File: config.mk
export PLATFORM = sky130hd
export DESIGN_NAME = vlan_filter_policy_ctrl
export DESIGN_NICKNAME = d
export VERILOG_FILES = /design/src/design/vlan_filter_policy_pkg.sv /design/src/design/policy_if.sv /design/src/design/vlan_policy_decide.sv /design/src/design/vlan_filter_policy_ctrl.sv
export SDC_FILE = /design/constraint.sdc
export NUM_CORES = 1
export LEC_CHECK = 0
export BUFFER_PORTS_ARGS = -buffer_cell sky130_fd_sc_hd__buf_2
export CAP_MARGIN = 20
export CELL_PAD_IN_SITES_DETAIL_PLACEMENT = 1
export CELL_PAD_IN_SITES_GLOBAL_PLACEMENT = 2
export CORE_MARGIN = 4
export CORE_UTILIZATION = 28
export DETAILED_ROUTE_END_ITERATION = 6
export PLACE_DENSITY_LB_ADDON = 0.1
export SLEW_MARGIN = 20
export SYNTH_ARGS = -nofsm -noshare
export SYNTH_HDL_FRONTEND = slang
export SYNTH_SLANG_ARGS = --single-unit
export TNS_END_PERCENT = 1
File: constraint.sdc
create_clock -name pclk -period 2.1 [get_ports pclk]
set_clock_uncertainty 0.15 [all_clocks]
set_input_delay 0.105 -clock pclk [delete_from_list [all_inputs] [get_ports pclk]]
set_output_delay 0.105 -clock pclk [all_outputs]
set_load 0.05 [all_outputs]
File: src/design/vlan_filter_policy_pkg.sv
// shared constants and types for the vlan filter policy register bank
package vlan_filter_policy_pkg;

  // register indices, byte address is four times the index
  localparam logic [7:0] IDX_PROTOCOL_CHECK = 8'h02; // vlan_protocol_check_ctrl
  localparam logic [7:0] IDX_UNTAG_DROP     = 8'h03; // untagged_drop_port_mask
  localparam logic [7:0] IDX_MEMBER_TAG     = 8'h05; // membership_and_tag_mode_ctrl
  localparam logic [7:0] IDX_GLOBAL_CFG     = 8'h08; // vlan enable, mgmt select, mgmt mode
  localparam logic [7:0] IDX_STATUS         = 8'h09; // read-only state

  // reset values
  localparam logic [7:0] RST_PROTOCOL_CHECK = 8'h10;
  localparam logic [8:0] RST_UNTAG_DROP     = 9'h000;
  localparam logic [7:0] RST_MEMBER_TAG     = 8'hC0;
  localparam logic [3:0] RST_GLOBAL_CFG     = 4'h0;

  // field positions in vlan_protocol_check_ctrl
  localparam int POS_GXRP_UNTAG_CHECK = 6;
  localparam int POS_GXRP_FWD_CHECK   = 5;
  localparam int POS_MGMT_FWD_BYPASS  = 2;

  // field positions in membership_and_tag_mode_ctrl
  localparam int POS_MEMBER_POLICY = 6; // two bits, 7:6
  localparam int POS_GVRP_TO_MGMT  = 5;
  localparam int POS_GMRP_TO_MGMT  = 4;
  localparam int POS_DT_SELECT     = 2; // two bits, 3:2
  localparam int POS_RSV_FLOOD     = 1;

  // field positions in the global config register
  localparam int POS_VLAN_ENABLE = 0;
  localparam int POS_MGMT_SELECT = 1; // two bits, 2:1
  localparam int POS_MGMT_MODE   = 3;

  // untagged drop mask layout
  localparam int POS_MGMT_PORT_MASK = 8;
  localparam int DATA_PORTS         = 6;

  // ingress port code of the inband management port
  localparam logic [3:0] PORT_INBAND_MGMT = 4'h8;
  localparam logic [3:0] PORT_DUAL_MGMT   = 4'h5;
  localparam logic [1:0] MGMT_SEL_DUAL    = 2'h3;

  // double tag select codes
  localparam logic [1:0] DT_SEL_OFF = 2'h0;
  localparam logic [1:0] DT_SEL_ON  = 2'h1;

  // reserved group address: prefix and low byte range
  localparam logic [39:0] RSV_GROUP_PREFIX = 40'h0180C20000;
  localparam logic [7:0]  RSV_GROUP_FIRST  = 8'h00;
  localparam logic [7:0]  RSV_GROUP_LOW    = 8'h02;
  localparam logic [7:0]  RSV_GROUP_HIGH   = 8'h2F;

  // source membership failure policy
  typedef enum logic [1:0] {
    MEMBER_FWD_NOLEARN = 2'b00,
    MEMBER_DROP        = 2'b01,
    MEMBER_FWD_LEARN   = 2'b10,
    MEMBER_TRAP_MGMT   = 2'b11
  } member_policy_type;

endpackage

File: src/design/policy_if.sv
// carrier of live policy settings from the register bank to the decision logic
`timescale 1ns/1ps
`default_nettype none
interface policy_if;
  logic       gxrp_untag_check; // check gmrp/gvrp against untag map
  logic       gxrp_fwd_check;   // check gmrp/gvrp against forward map
  logic       mgmt_fwd_bypass;  // mgmt-port frames skip forward map
  logic [8:0] untag_drop_mask;  // per-port untagged drop
  logic [1:0] member_policy;    // membership failure action
  logic       gvrp_to_mgmt;     // copy gvrp to mgmt port
  logic       gmrp_to_mgmt;     // copy gmrp to mgmt port
  logic [1:0] dt_select;        // double tag select code
  logic       rsv_flood;        // reserved group flood
  logic       vlan_enable;      // 802.1q operation
  logic [1:0] mgmt_select;      // management port select
  logic       mgmt_mode;        // management mode
  modport owner (output gxrp_untag_check, gxrp_fwd_check, mgmt_fwd_bypass, untag_drop_mask,
                 member_policy, gvrp_to_mgmt, gmrp_to_mgmt, dt_select, rsv_flood,
                 vlan_enable, mgmt_select, mgmt_mode);
  modport user  (input gxrp_untag_check, gxrp_fwd_check, mgmt_fwd_bypass, untag_drop_mask,
                 member_policy, gvrp_to_mgmt, gmrp_to_mgmt, dt_select, rsv_flood,
                 vlan_enable, mgmt_select, mgmt_mode);
endinterface
`default_nettype wire

File: src/design/vlan_policy_decide.sv
// combinational per-frame filtering decision from the live policy settings
`timescale 1ns/1ps
`default_nettype none
module vlan_policy_decide (
  policy_if.user     cfg,
  input  wire logic [3:0]  in_port,
  input  wire logic        in_tagged,
  input  wire logic        in_gvrp,
  input  wire logic        in_gmrp,
  input  wire logic [47:0] in_dmac,
  input  wire logic        in_vid_match,
  input  wire logic        in_src_member,
  output logic             dt_operation,
  output logic             do_fwd_check,
  output logic             do_untag_check,
  output logic             do_drop,
  output logic             do_to_mgmt,
  output logic             do_learn,
  output logic             do_flood_rsv
);

  // reserved group address test
  function automatic logic is_rsv_group(input logic [47:0] mac);
    logic [7:0] lo;
    lo = mac[7:0];
    is_rsv_group = (mac[47:8] == vlan_filter_policy_pkg::RSV_GROUP_PREFIX) &&
                   ((lo == vlan_filter_policy_pkg::RSV_GROUP_FIRST) ||
                    ((lo >= vlan_filter_policy_pkg::RSV_GROUP_LOW) &&
                     (lo <= vlan_filter_policy_pkg::RSV_GROUP_HIGH)));
  endfunction

  logic mgmt_src;   // frame entered on an inband management port
  logic map_active; // forward map checks live
  logic gxrp;       // gmrp or gvrp frame
  logic rsv;        // reserved group destination
  logic rsv_mode;   // flood bit has meaning
  logic member_bad; // membership test failed

  // decision, all paths assigned
  always_comb begin
    // reserved codes fall back to disabled: only 01 turns it on
    dt_operation = (cfg.dt_select == vlan_filter_policy_pkg::DT_SEL_ON);
    map_active   = cfg.vlan_enable | dt_operation;
    // port 5 counts as management only in dual mode
    mgmt_src = (in_port == vlan_filter_policy_pkg::PORT_INBAND_MGMT) ||
               ((in_port == vlan_filter_policy_pkg::PORT_DUAL_MGMT) &&
                (cfg.mgmt_select == vlan_filter_policy_pkg::MGMT_SEL_DUAL));
    gxrp     = in_gvrp | in_gmrp;
    rsv      = is_rsv_group(in_dmac);
    rsv_mode = dt_operation & cfg.mgmt_mode;
    do_untag_check = map_active & gxrp & cfg.gxrp_untag_check & ~mgmt_src;
    if (mgmt_src) begin
      do_fwd_check = map_active & ~cfg.mgmt_fwd_bypass;
    end else begin
      do_fwd_check = map_active & gxrp & cfg.gxrp_fwd_check;
    end
    member_bad = map_active & in_vid_match & ~in_src_member & ~mgmt_src;
    do_drop    = 1'b0;
    do_learn   = 1'b1;
    do_to_mgmt = (in_gvrp & cfg.gvrp_to_mgmt) | (in_gmrp & cfg.gmrp_to_mgmt);
    // ports 5..0 map one to one, management bit never drops
    if (!in_tagged && !mgmt_src && (in_port < 4'(vlan_filter_policy_pkg::DATA_PORTS)) &&
        cfg.untag_drop_mask[in_port]) begin
      do_drop = 1'b1;
    end
    if (member_bad) begin
      case (cfg.member_policy)
        vlan_filter_policy_pkg::MEMBER_FWD_NOLEARN: do_learn = 1'b0;
        vlan_filter_policy_pkg::MEMBER_DROP: begin
          do_drop  = 1'b1;
          do_learn = 1'b0;
        end
        vlan_filter_policy_pkg::MEMBER_FWD_LEARN: do_learn = 1'b1;
        vlan_filter_policy_pkg::MEMBER_TRAP_MGMT: begin
          do_learn   = 1'b0;
          do_to_mgmt = 1'b1;
        end
        default: do_learn = 1'b1;
      endcase
    end
    do_flood_rsv = 1'b0;
    if (rsv && rsv_mode) begin
      if (cfg.rsv_flood) begin
        do_flood_rsv = 1'b1;
      end else begin
        do_to_mgmt = 1'b1;
      end
    end
  end

endmodule
`default_nettype wire

File: src/design/vlan_filter_policy_ctrl.sv
// apb register bank for vlan filter policy with registered per-frame decisions
//
// The APB interface to the registers was decided locally.
`timescale 1ns/1ps
`default_nettype none
module vlan_filter_policy_ctrl (
  input  wire logic        pclk,
  input  wire logic        presetn,
  input  wire logic        psel,
  input  wire logic        penable,
  input  wire logic        pwrite,
  input  wire logic [11:0] paddr,
  input  wire logic [31:0] pwdata,
  input  wire logic [3:0]  pstrb,
  output logic [31:0]      prdata,
  output logic             pready,
  output logic             pslverr,
  input  wire logic        frame_valid,
  input  wire logic [3:0]  frame_port,
  input  wire logic        frame_tagged,
  input  wire logic        frame_gvrp,
  input  wire logic        frame_gmrp,
  input  wire logic [47:0] frame_dmac,
  input  wire logic        frame_vid_match,
  input  wire logic        frame_src_member,
  output logic             result_valid,
  output logic             result_drop,
  output logic             result_to_mgmt,
  output logic             result_learn,
  output logic             result_flood_rsv,
  output logic             result_fwd_check,
  output logic             result_untag_check,
  output logic             double_tag_operation
);

  policy_if cfg ();

  logic [7:0] protocol_check_q; // vlan_protocol_check_ctrl
  logic [8:0] untag_drop_q;     // untagged_drop_mask field
  logic [7:0] member_tag_q;     // membership_and_tag_mode_ctrl
  logic [3:0] global_cfg_q;     // enable, select, mgmt mode
  logic [7:0] drop_count_q;     // wrapping dropped-frame count
  logic [31:0] prdata_q;        // read data
  logic        pready_q;        // access completes
  logic        pslverr_q;       // unmapped address
  logic        access;          // access phase, answer due next cycle
  logic        wr_fire;         // write lands this edge
  logic [7:0]  idx;             // word index
  logic        mapped;          // index decodes

  // decision wires
  logic d_dt, d_fwd, d_untag, d_drop, d_mgmt, d_learn, d_flood;

  // settings fan out through the carrier
  assign cfg.gxrp_untag_check = protocol_check_q[vlan_filter_policy_pkg::POS_GXRP_UNTAG_CHECK];
  assign cfg.gxrp_fwd_check   = protocol_check_q[vlan_filter_policy_pkg::POS_GXRP_FWD_CHECK];
  assign cfg.mgmt_fwd_bypass  = protocol_check_q[vlan_filter_policy_pkg::POS_MGMT_FWD_BYPASS];
  assign cfg.untag_drop_mask  = untag_drop_q;
  assign cfg.member_policy    = member_tag_q[vlan_filter_policy_pkg::POS_MEMBER_POLICY +: 2];
  assign cfg.gvrp_to_mgmt     = member_tag_q[vlan_filter_policy_pkg::POS_GVRP_TO_MGMT];
  assign cfg.gmrp_to_mgmt     = member_tag_q[vlan_filter_policy_pkg::POS_GMRP_TO_MGMT];
  assign cfg.dt_select        = member_tag_q[vlan_filter_policy_pkg::POS_DT_SELECT +: 2];
  assign cfg.rsv_flood        = member_tag_q[vlan_filter_policy_pkg::POS_RSV_FLOOD];
  assign cfg.vlan_enable      = global_cfg_q[vlan_filter_policy_pkg::POS_VLAN_ENABLE];
  assign cfg.mgmt_select      = global_cfg_q[vlan_filter_policy_pkg::POS_MGMT_SELECT +: 2];
  assign cfg.mgmt_mode        = global_cfg_q[vlan_filter_policy_pkg::POS_MGMT_MODE];

  // index decode, feeds the error path and through it the write gate
  function automatic logic is_mapped(input logic [7:0] i);
    is_mapped = (i == vlan_filter_policy_pkg::IDX_PROTOCOL_CHECK) ||
                (i == vlan_filter_policy_pkg::IDX_UNTAG_DROP) ||
                (i == vlan_filter_policy_pkg::IDX_MEMBER_TAG) ||
                (i == vlan_filter_policy_pkg::IDX_GLOBAL_CFG) ||
                (i == vlan_filter_policy_pkg::IDX_STATUS);
  endfunction

  // one wait state: pready rises the cycle after penable
  assign idx     = paddr[9:2];
  assign mapped  = is_mapped(idx) && (paddr[1:0] == 2'h0) && (paddr[11:10] == 2'h0);
  assign access  = psel & penable & ~pready_q;
  assign wr_fire = psel & penable & pready_q & pwrite & ~pslverr_q;

  vlan_policy_decide u_decide (
    .cfg            (cfg),
    .in_port        (frame_port),
    .in_tagged      (frame_tagged),
    .in_gvrp        (frame_gvrp),
    .in_gmrp        (frame_gmrp),
    .in_dmac        (frame_dmac),
    .in_vid_match   (frame_vid_match),
    .in_src_member  (frame_src_member),
    .dt_operation   (d_dt),
    .do_fwd_check   (d_fwd),
    .do_untag_check (d_untag),
    .do_drop        (d_drop),
    .do_to_mgmt     (d_mgmt),
    .do_learn       (d_learn),
    .do_flood_rsv   (d_flood)
  );

  // apb handshake and read data
  always_ff @(posedge pclk or negedge presetn) begin
    if (!presetn) begin
      pready_q  <= 1'b0;
      pslverr_q <= 1'b0;
      prdata_q  <= 32'h00000000;
    end else begin
      pready_q  <= access;
      pslverr_q <= access & ~mapped;
      if (access && !pwrite) begin
        case (idx)
          vlan_filter_policy_pkg::IDX_PROTOCOL_CHECK: prdata_q <= {24'h000000, protocol_check_q};
          // bits 31:9 read zero
          vlan_filter_policy_pkg::IDX_UNTAG_DROP: prdata_q <= {23'h000000, untag_drop_q};
          vlan_filter_policy_pkg::IDX_MEMBER_TAG: prdata_q <= {24'h000000, member_tag_q};
          vlan_filter_policy_pkg::IDX_GLOBAL_CFG: prdata_q <= {28'h0000000, global_cfg_q};
          vlan_filter_policy_pkg::IDX_STATUS: begin
            prdata_q <= {16'h0000, drop_count_q, 6'h00, d_fwd_active(), d_dt};
          end
          default: prdata_q <= 32'h00000000;
        endcase
      end else if (access) begin
        prdata_q <= 32'h00000000;
      end
    end
  end

  // live forward-check enable for status
  function automatic logic d_fwd_active();
    d_fwd_active = cfg.vlan_enable | d_dt;
  endfunction

  // register writes, byte lane 0 and 1 only matter
  always_ff @(posedge pclk or negedge presetn) begin
    if (!presetn) begin
      protocol_check_q <= vlan_filter_policy_pkg::RST_PROTOCOL_CHECK;
      untag_drop_q     <= vlan_filter_policy_pkg::RST_UNTAG_DROP;
      member_tag_q     <= vlan_filter_policy_pkg::RST_MEMBER_TAG;
      global_cfg_q     <= vlan_filter_policy_pkg::RST_GLOBAL_CFG;
    end else if (wr_fire) begin
      case (idx)
        vlan_filter_policy_pkg::IDX_PROTOCOL_CHECK: begin
          if (pstrb[0]) protocol_check_q <= pwdata[7:0];
        end
        vlan_filter_policy_pkg::IDX_UNTAG_DROP: begin
          if (pstrb[0]) untag_drop_q[7:0] <= pwdata[7:0];
          if (pstrb[1]) untag_drop_q[8] <= pwdata[vlan_filter_policy_pkg::POS_MGMT_PORT_MASK];
        end
        vlan_filter_policy_pkg::IDX_MEMBER_TAG: begin
          // reserved select codes are stored but act as off
          if (pstrb[0]) member_tag_q <= pwdata[7:0];
        end
        vlan_filter_policy_pkg::IDX_GLOBAL_CFG: begin
          if (pstrb[0]) global_cfg_q <= pwdata[3:0];
        end
        default: global_cfg_q <= global_cfg_q;
      endcase
    end
  end

  // per-frame result, one cycle after frame_valid
  always_ff @(posedge pclk or negedge presetn) begin
    if (!presetn) begin
      result_valid       <= 1'b0;
      result_drop        <= 1'b0;
      result_to_mgmt     <= 1'b0;
      result_learn       <= 1'b0;
      result_flood_rsv   <= 1'b0;
      result_fwd_check   <= 1'b0;
      result_untag_check <= 1'b0;
    end else begin
      result_valid       <= frame_valid;
      result_drop        <= frame_valid & d_drop;
      result_to_mgmt     <= frame_valid & d_mgmt;
      result_learn       <= frame_valid & d_learn;
      result_flood_rsv   <= frame_valid & d_flood;
      result_fwd_check   <= frame_valid & d_fwd;
      result_untag_check <= frame_valid & d_untag;
    end
  end

  // status: effective double tag and drop count
  always_ff @(posedge pclk or negedge presetn) begin
    if (!presetn) begin
      double_tag_operation <= 1'b0;
      drop_count_q         <= 8'h00;
    end else begin
      double_tag_operation <= d_dt;
      if (frame_valid && d_drop) begin
        drop_count_q <= drop_count_q + 8'h01;
      end
    end
  end

  assign prdata  = prdata_q;
  assign pready  = pready_q;
  assign pslverr = pslverr_q;

  logic mgmt_in; // helper: frame from a management port
  assign mgmt_in = (frame_port == vlan_filter_policy_pkg::PORT_INBAND_MGMT) ||
                   ((frame_port == vlan_filter_policy_pkg::PORT_DUAL_MGMT) &&
                    (cfg.mgmt_select == vlan_filter_policy_pkg::MGMT_SEL_DUAL));
endmodule
`default_nettype wire

* Word-level counts from Yosys, hierarchy flattened *
Cells that the tools add are included.

operators by class
  eq/ne operators = 13
  mux-type cells = 17
  add/subtract/negate cells = 1
  $mul = 0
  reductions and logical operators = 31
  div/mod/pow operators = 0
  bitwise operators = 32
  shift-type cells = 0
  $lt $le $gt $ge = 4

operator list
  operator                                                                           count
  16-bit case mux with 5 select lines                                                1
  32-bit two-way mux                                                                 2
  40-bit by 33-bit equality test with 1-bit output (second input constant)           1
  1-bit bitwise AND                                                                  23
  8-bit by 2-bit equality test with 1-bit output (second input constant)             2
  8-bit by 4-bit equality test with 1-bit output (second input constant)             2
  3-bit AND reduction                                                                5
  1-bit two-way mux                                                                  12
  1-bit logical AND                                                                  11
  8-bit by 1-bit adder with 8-bit output (second input constant)                     1
  8-bit by 3-bit equality test with 1-bit output (second input constant)             1
  8-bit by 2-bit >= comparator with 1-bit output (second input constant)             1
  8-bit by 6-bit less-or-equal comparator with 1-bit output (second input constant)  1
  8-bit logical NOT                                                                  1
  2-bit equality test (second input constant)                                        3
  2-bit logical NOT                                                                  3
  1-bit logical OR                                                                   6
  1-bit inverter                                                                     6
  4-bit by 5-bit < comparator with 1-bit output (second input constant)              1
  1-bit binary-select mux with 4-bit select                                          1
  2-bit by 1-bit equality test with 1-bit output (second input constant)             2
  4-bit by 3-bit equality test with 1-bit output (second input constant)             1
  4-bit equality test (second input constant)                                        1
  4-bit by 3-bit < comparator with 1-bit output (second input constant)              1
  other kinds (5)                                                                    9

storage, ports and cells
  memory bits (writable) = 0
  memory bits (read-only) = 0
  memories kept = 0
  register bits = 79
  latch bits = 0

* Longest topological paths before layout *
  word-level depth = 11
  mapped depth = 6
  mapped depth without buffers = 5

* By module *
From an unflattened synthesis, not the netlist that was laid out.

second synthesis, totals
  cell total of the unflattened synthesis = 273
  area total of the unflattened synthesis = 3333.2 µm²

by module, submodules not included
  module                   cells an instance  seq. area each (µm²)  area an instance (µm²)  times used
  vlan_filter_policy_ctrl  223                1580.3                2966.6                  1
  vlan_policy_decide       50                 0.0                   366.6                   1

* Least setup slack after synthesis *
OpenSTA, ideal clock, no wires.

  kind = register to register
  start point = reg pready_q (netlist: pready)
  end point = reg global_cfg_q[0]
  arrival time = 1.950 ns
  required time = 1.825 ns
  path slack = -0.125 ns
  clock period less this slack = 2.225 ns
  cell stages (with the launch flop) = 7
  cells stage by stage = dfrtp_1 > nand2_1 > nor3_2 > nand2_1 > or4_1 > buf_2 > mux2_4

on the way
  longest elaborated chain between the ends = 4

RTL lines
  what                            line                            source
  start, declared                 vlan_filter_policy_ctrl.sv:44   logic pready_q;
  start signal, assigned          vlan_filter_policy_ctrl.sv:108  pready_q <= access;
  1-bit bitwise AND (3 in a row)  vlan_filter_policy_ctrl.sv:81   assign wr_fire = psel & penable & pready_q & pwrite & ~pslverr_q;
  3-bit AND reduction (no line)   -
  end signal, assigned            vlan_filter_policy_ctrl.sv:139  global_cfg_q <= vlan_filter_policy_pkg::RST_GLOBAL_CFG;
  end signal, assigned            vlan_filter_policy_ctrl.sv:154  if (pstrb[0]) global_cfg_q <= pwdata[3:0];
  end signal, assigned            vlan_filter_policy_ctrl.sv:156  default: global_cfg_q <= global_cfg_q;
  end, declared                   vlan_filter_policy_ctrl.sv:41   logic [3:0] global_cfg_q;

No other way between the ends.
A chain may end at the register's enable or synchronous reset.

* Worst setup path after layout *
  start point = reg global_cfg_q[1]
  end point = reg drop_count_q[1]

on the way
  longest elaborated chain between the ends = 11
  elaborated cells on any way between the ends = 13
  classes of those cells = eq/ne (1); mux (3); bitwise (2); reduce/logical (7)

RTL lines
  what                            line                            source
  2-bit equality test (*)         vlan_policy_decide.sv:47        (cfg.mgmt_select == vlan_filter_policy_pkg::MGMT_SEL_DUAL));
  1-bit logical AND (*)           vlan_policy_decide.sv:46        ((in_port == vlan_filter_policy_pkg::PORT_DUAL_MGMT) &&
  1-bit logical OR (*)            vlan_policy_decide.sv:45        mgmt_src = (in_port == vlan_filter_policy_pkg::PORT_INBAND_MGMT) ||
  1-bit logical NOT               vlan_policy_decide.sv:62        if (!in_tagged && !mgmt_src && (in_port < 4'(vlan_filter_policy_pkg::DATA_PORTS)) &&
  1-bit logical AND (3 in a row)  vlan_policy_decide.sv:62
  1-bit two-way mux               vlan_policy_decide.sv:62
  1-bit two-way mux               vlan_policy_decide.sv:67        case (cfg.member_policy)
  1-bit two-way mux (*)           vlan_policy_decide.sv:66        if (member_bad) begin
  1-bit logical AND (*)           vlan_filter_policy_ctrl.sv:189  if (frame_valid && d_drop) begin
  end signal, assigned            vlan_filter_policy_ctrl.sv:190  drop_count_q <= drop_count_q + 8'h01;
  end, declared                   vlan_filter_policy_ctrl.sv:42   logic [7:0] drop_count_q;

Every way passes the cells marked *; elsewhere a longest branch is shown, timed or not.

==> flow_metrics.py <==
metrics = {
    "job": {
        "drv_cap": 0,
    },
    "timing": {
        "final_max_slew_viol_count": 0,
        "finalHoldViolCount": 0,
        "slew-limit-headroom_pct": 63.62,
        "finalCriticalPeriod_ps": 1918,
        "setup_viol": 0,
        "worst_pin_slew_ps": 541.6,
        "setup_tns_ps": 0,
        "rsz0062_at_grt": "false",
        "max_freq_mhz": 521.5,
        "post-route-period-util_pct": 91.32,
    },
    "die": {
        "io_pins": 153,
        "die_width_um": 115.1,
        "dieArea_um2": 13260,
        "start_util_pct": 29.14,
        "die_h_um": 115.1,
        "core_area_um2": 11030,
        "rows": 38,
    },
    "yosys": {
        "ys_warn_count": 0,
        "avgSynthCellArea_um2": 11.65,
        "synth_edf_count": 0,
        "yosys_most_used_dff": "dfrtp_1",
        "netlist_instances": 276,
        "synth-async-reset-ratio_pct": 100.0,
        "yosysUniqueCellTypes": 54,
        "ys_seq_elements": 63,
        "seq_area_frac_synth_pct": 49.16,
        "synth_area_um2": 3214,
    },
    "clock_tree": {
        "cts_setup_buffers": 0,
        "clock_latency_ps": 330,
        "root_buffer": "clkbuf_16",
        "cts_buffers": 9,
        "clkTransAtPathRegs_ps": 60,
        "cts_tree": "done",
        "clockBufferDepth": 2,
        "h-tree-depth": 3,
        "clock_sinks": 63,
    },
    "finish": {
        "fin_cells": 567,
        "drive_gt1_share_pct": 47.07,
        "nets": 534,
        "fillers": 1263,
        "n_antenna_cell": 0,
        "area_growth_pct": 37.91,
        "fin_util_pct": 40.19,
        "final_area_um2": 4433,
    },
    "worst_setup_path": {
        "cp_max_fo": 7,
        "worstPathRequired_ps": 2160,
        "crit_type": "reg -> reg",
        "critical_path_arrival_ps": 1980,
        "rrSetupSlack_ps": 180,
        "worst_setup_path_start_kind": "register",
        "crit_path_end_kind": "register",
    },
    "global_routing": {
        "grtUsageTotal_pct": 15.71,
        "gr-total-overflow": 0,
        "antenna_found_initial": 0,
        "grt_max_degree": 38,
        "grt_pass1_wl_um": 15950,
        "grt_pass1_vias": 2977,
    },
    "drt": {
        "drtAntennaViolNets": 0,
        "drt_iter0_markers": 80,
        "drc_errors": 0,
        "firstDrtPassIters": 4,
        "drt-total-wl_um": 10060,
        "vias": 2685,
        "routed_via_density": 4.735,
        "avgRoutedWirePerCell_um": 17.74,
    },
    "power_and_ir_drop": {
        "ir_worst_vdd_mv": 0.2963,
        "powerDensity_nw_per_um2": 706.1,
        "p_leak_nw": 2.175,
    },
    "placed_design": {
        "place_inst": 536,
        "place_hpwl_um": 7880,
        "place_congestion": 0.7733,
        "io_buffers": 111,
        "dpl_cell_area_um2": 3986,
    },
    "status": {
        "status": "finished, final reports clean",
    },
    "worst_hold_path": {
        "hold_path.class": "in -> reg",
    },
}
==> cell usage after synthesis, types with 3 or more instances <==
cell type / instances / share of area, %
mux2_4: 4 / 1.9
inv_1: 7 / 0.82
a22o_1: 10 / 2.7
nor4_1: 7 / 1.4
buf_4: 16 / 3.7
o21ai_0: 15 / 2.3
mux2_2: 32 / 11
or2_2: 5 / 0.97
xnor2_1: 7 / 1.9
mux2i_1: 7 / 2.2
a22oi_1: 8 / 1.9
dfstp_2: 3 / 2.5
clkbuf_1: 3 / 0.35
nor2_1: 15 / 1.8
nand2b_1: 3 / 0.58
o22ai_1: 3 / 0.58
nand2_1: 15 / 1.8
nand4_1: 6 / 1.2
nor4b_1: 5 / 1.4
nor3_1: 3 / 0.47
dfrtp_1: 60 / 47
==> layer usage <==
metal	GRT usage, %	share of wire (%)	vias to the layer above
met5	0	0	-
met4	4.930	1.2	0
met3	3.474	5.6	10
met2	25.85	49	72
met1	20.64	44	1312
li1	-	-	1291
==> path summary, 6_finish.rpt <==
kind                                      start                endpoint  cells after the start
max in group asynchronous               presetn                  pready                      3
worst min register to register  drop_count_q[7]         drop_count_q[7]                      1
worst min-delay path                   pstrb[1]  cfg.untag_drop_mask[8]                      3
worst max register to register  global_cfg_q[1]         drop_count_q[1]                      5
worst max-delay path            global_cfg_q[1]         drop_count_q[1]                      5
min in group asynchronous               presetn     protocol_check_q[0]                      3
==> cells by family after synthesis <==
kind of cell / after synthesis / synth area share (%)
muxes: 43 / 15.26
adders and majority gates: 1 / 0.3892
AOI/OAI and AO/OA: 49 / 10.78
and+or+nand+nor: 83 / 17.09
xor gates and xnor gates: 7 / 1.907
buffers and inverters: 29 / 5.294
other: 1 / 0.1167
DFF: 63 / 49.16
==> area by class of cell <==
cell class | instances | area (µm²) | area share [%]
Sequential cell | 63 | 1583 | 35.70
Multi-Input combinational cell | 199 | 1526 | 34.43
Timing Repair Buffer | 142 | 825.8 | 18.63
Clock buffer | 9 | 225.2 | 5.080
Tap cell | 140 | 175.2 | 3.951
Clock inverter | 7 | 71.32 | 1.609
Inverter | 7 | 26.28 | 0.5927
==> what timing repair did <==
| item | 4_1_cts | 5_1_grt |
|---|---|---|
| hold endpoints to repair | 96 | 0 |
| resized for setup | 0 | 0 |
| hold buffers | 15 | 0 |
| endpoints found under the setup margin | 0 | 6 |
==> worst max-delay path, cell delays in order (launching register included) <==
cell and delay [ps]:
dfrtp_1 370, nand4_1 150, nor3_1 460, nor4_4 140, o21ai_2 190, mux2_2 350
==> layout by cell type, fill, tap and decap left out, drive strengths merged, types with 3 or more instances in the layout <==
| master | synthesis | final |
|---|---|---|
| mux2i | 7 | 7 |
| dfstp | 3 | 3 |
| nor4b | 5 | 5 |
| nor3 | 6 | 6 |
| or4 | 3 | 3 |
| nor2 | 16 | 16 |
| o22ai | 3 | 3 |
| a22o | 10 | 10 |
| dfrtp | 60 | 60 |
| clkbuf | 3 | 9 |
| inv | 7 | 8 |
| o21ai | 16 | 16 |
| clkinv | 0 | 5 |
| mux2 | 36 | 36 |
| xnor2 | 7 | 7 |
| conb | 1 | 16 |
| nand2b | 3 | 3 |
| dlygate4sd3 | 0 | 15 |
| or2 | 5 | 5 |
| nand4 | 7 | 7 |
| nand2 | 15 | 15 |
| a22oi | 8 | 8 |
| buf | 19 | 127 |
| nor4 | 10 | 10 |
==> sequential cells by signal, indices dropped and copies added (netlist names) <==
signal and flops:
member_tag_q 8, drop_count_q 8, result_valid 1, result_learn 1
protocol_check_q 8, result_to_mgmt 1, result_flood_rsv 1, result_untag_check 1
pslverr 1, cfg.untag_drop_mask 9, global_cfg_q 4, double_tag_operation 1
prdata 16, pready 1, result_drop 1, result_fwd_check 1
==> metrics by stage <==
| stage | hold WS [ps] | total power [W] | setup WS [ps] |
|---|---|---|---|
| 2_1_floorplan | -340.6 | 0.001496 | 47.21 |
| 3_3_place_gp | -6.252 | 0.001638 | 140.3 |
| 3_5_place_dp | -4.684 | 0.001647 | 110.8 |
| 4_1_cts | 0.1307 | 0.003172 | 105.9 |
| 5_1_grt | 11.81 | 0.003259 | 44.14 |
| 6_report | 9.416 | 0.003130 | 182.4 |
==> where the power goes <==
group / leakage, nW / internal, W / total, W / switching (W)
sequential: 0.856 / 0.00125 / 0.00129 / 0.0000410
combinational: 1.17 / 0.000139 / 0.000352 / 0.000213
clock: 0.150 / 0.000920 / 0.00149 / 0.000569
No activity file was read; power rests on OpenSTA's default activity.
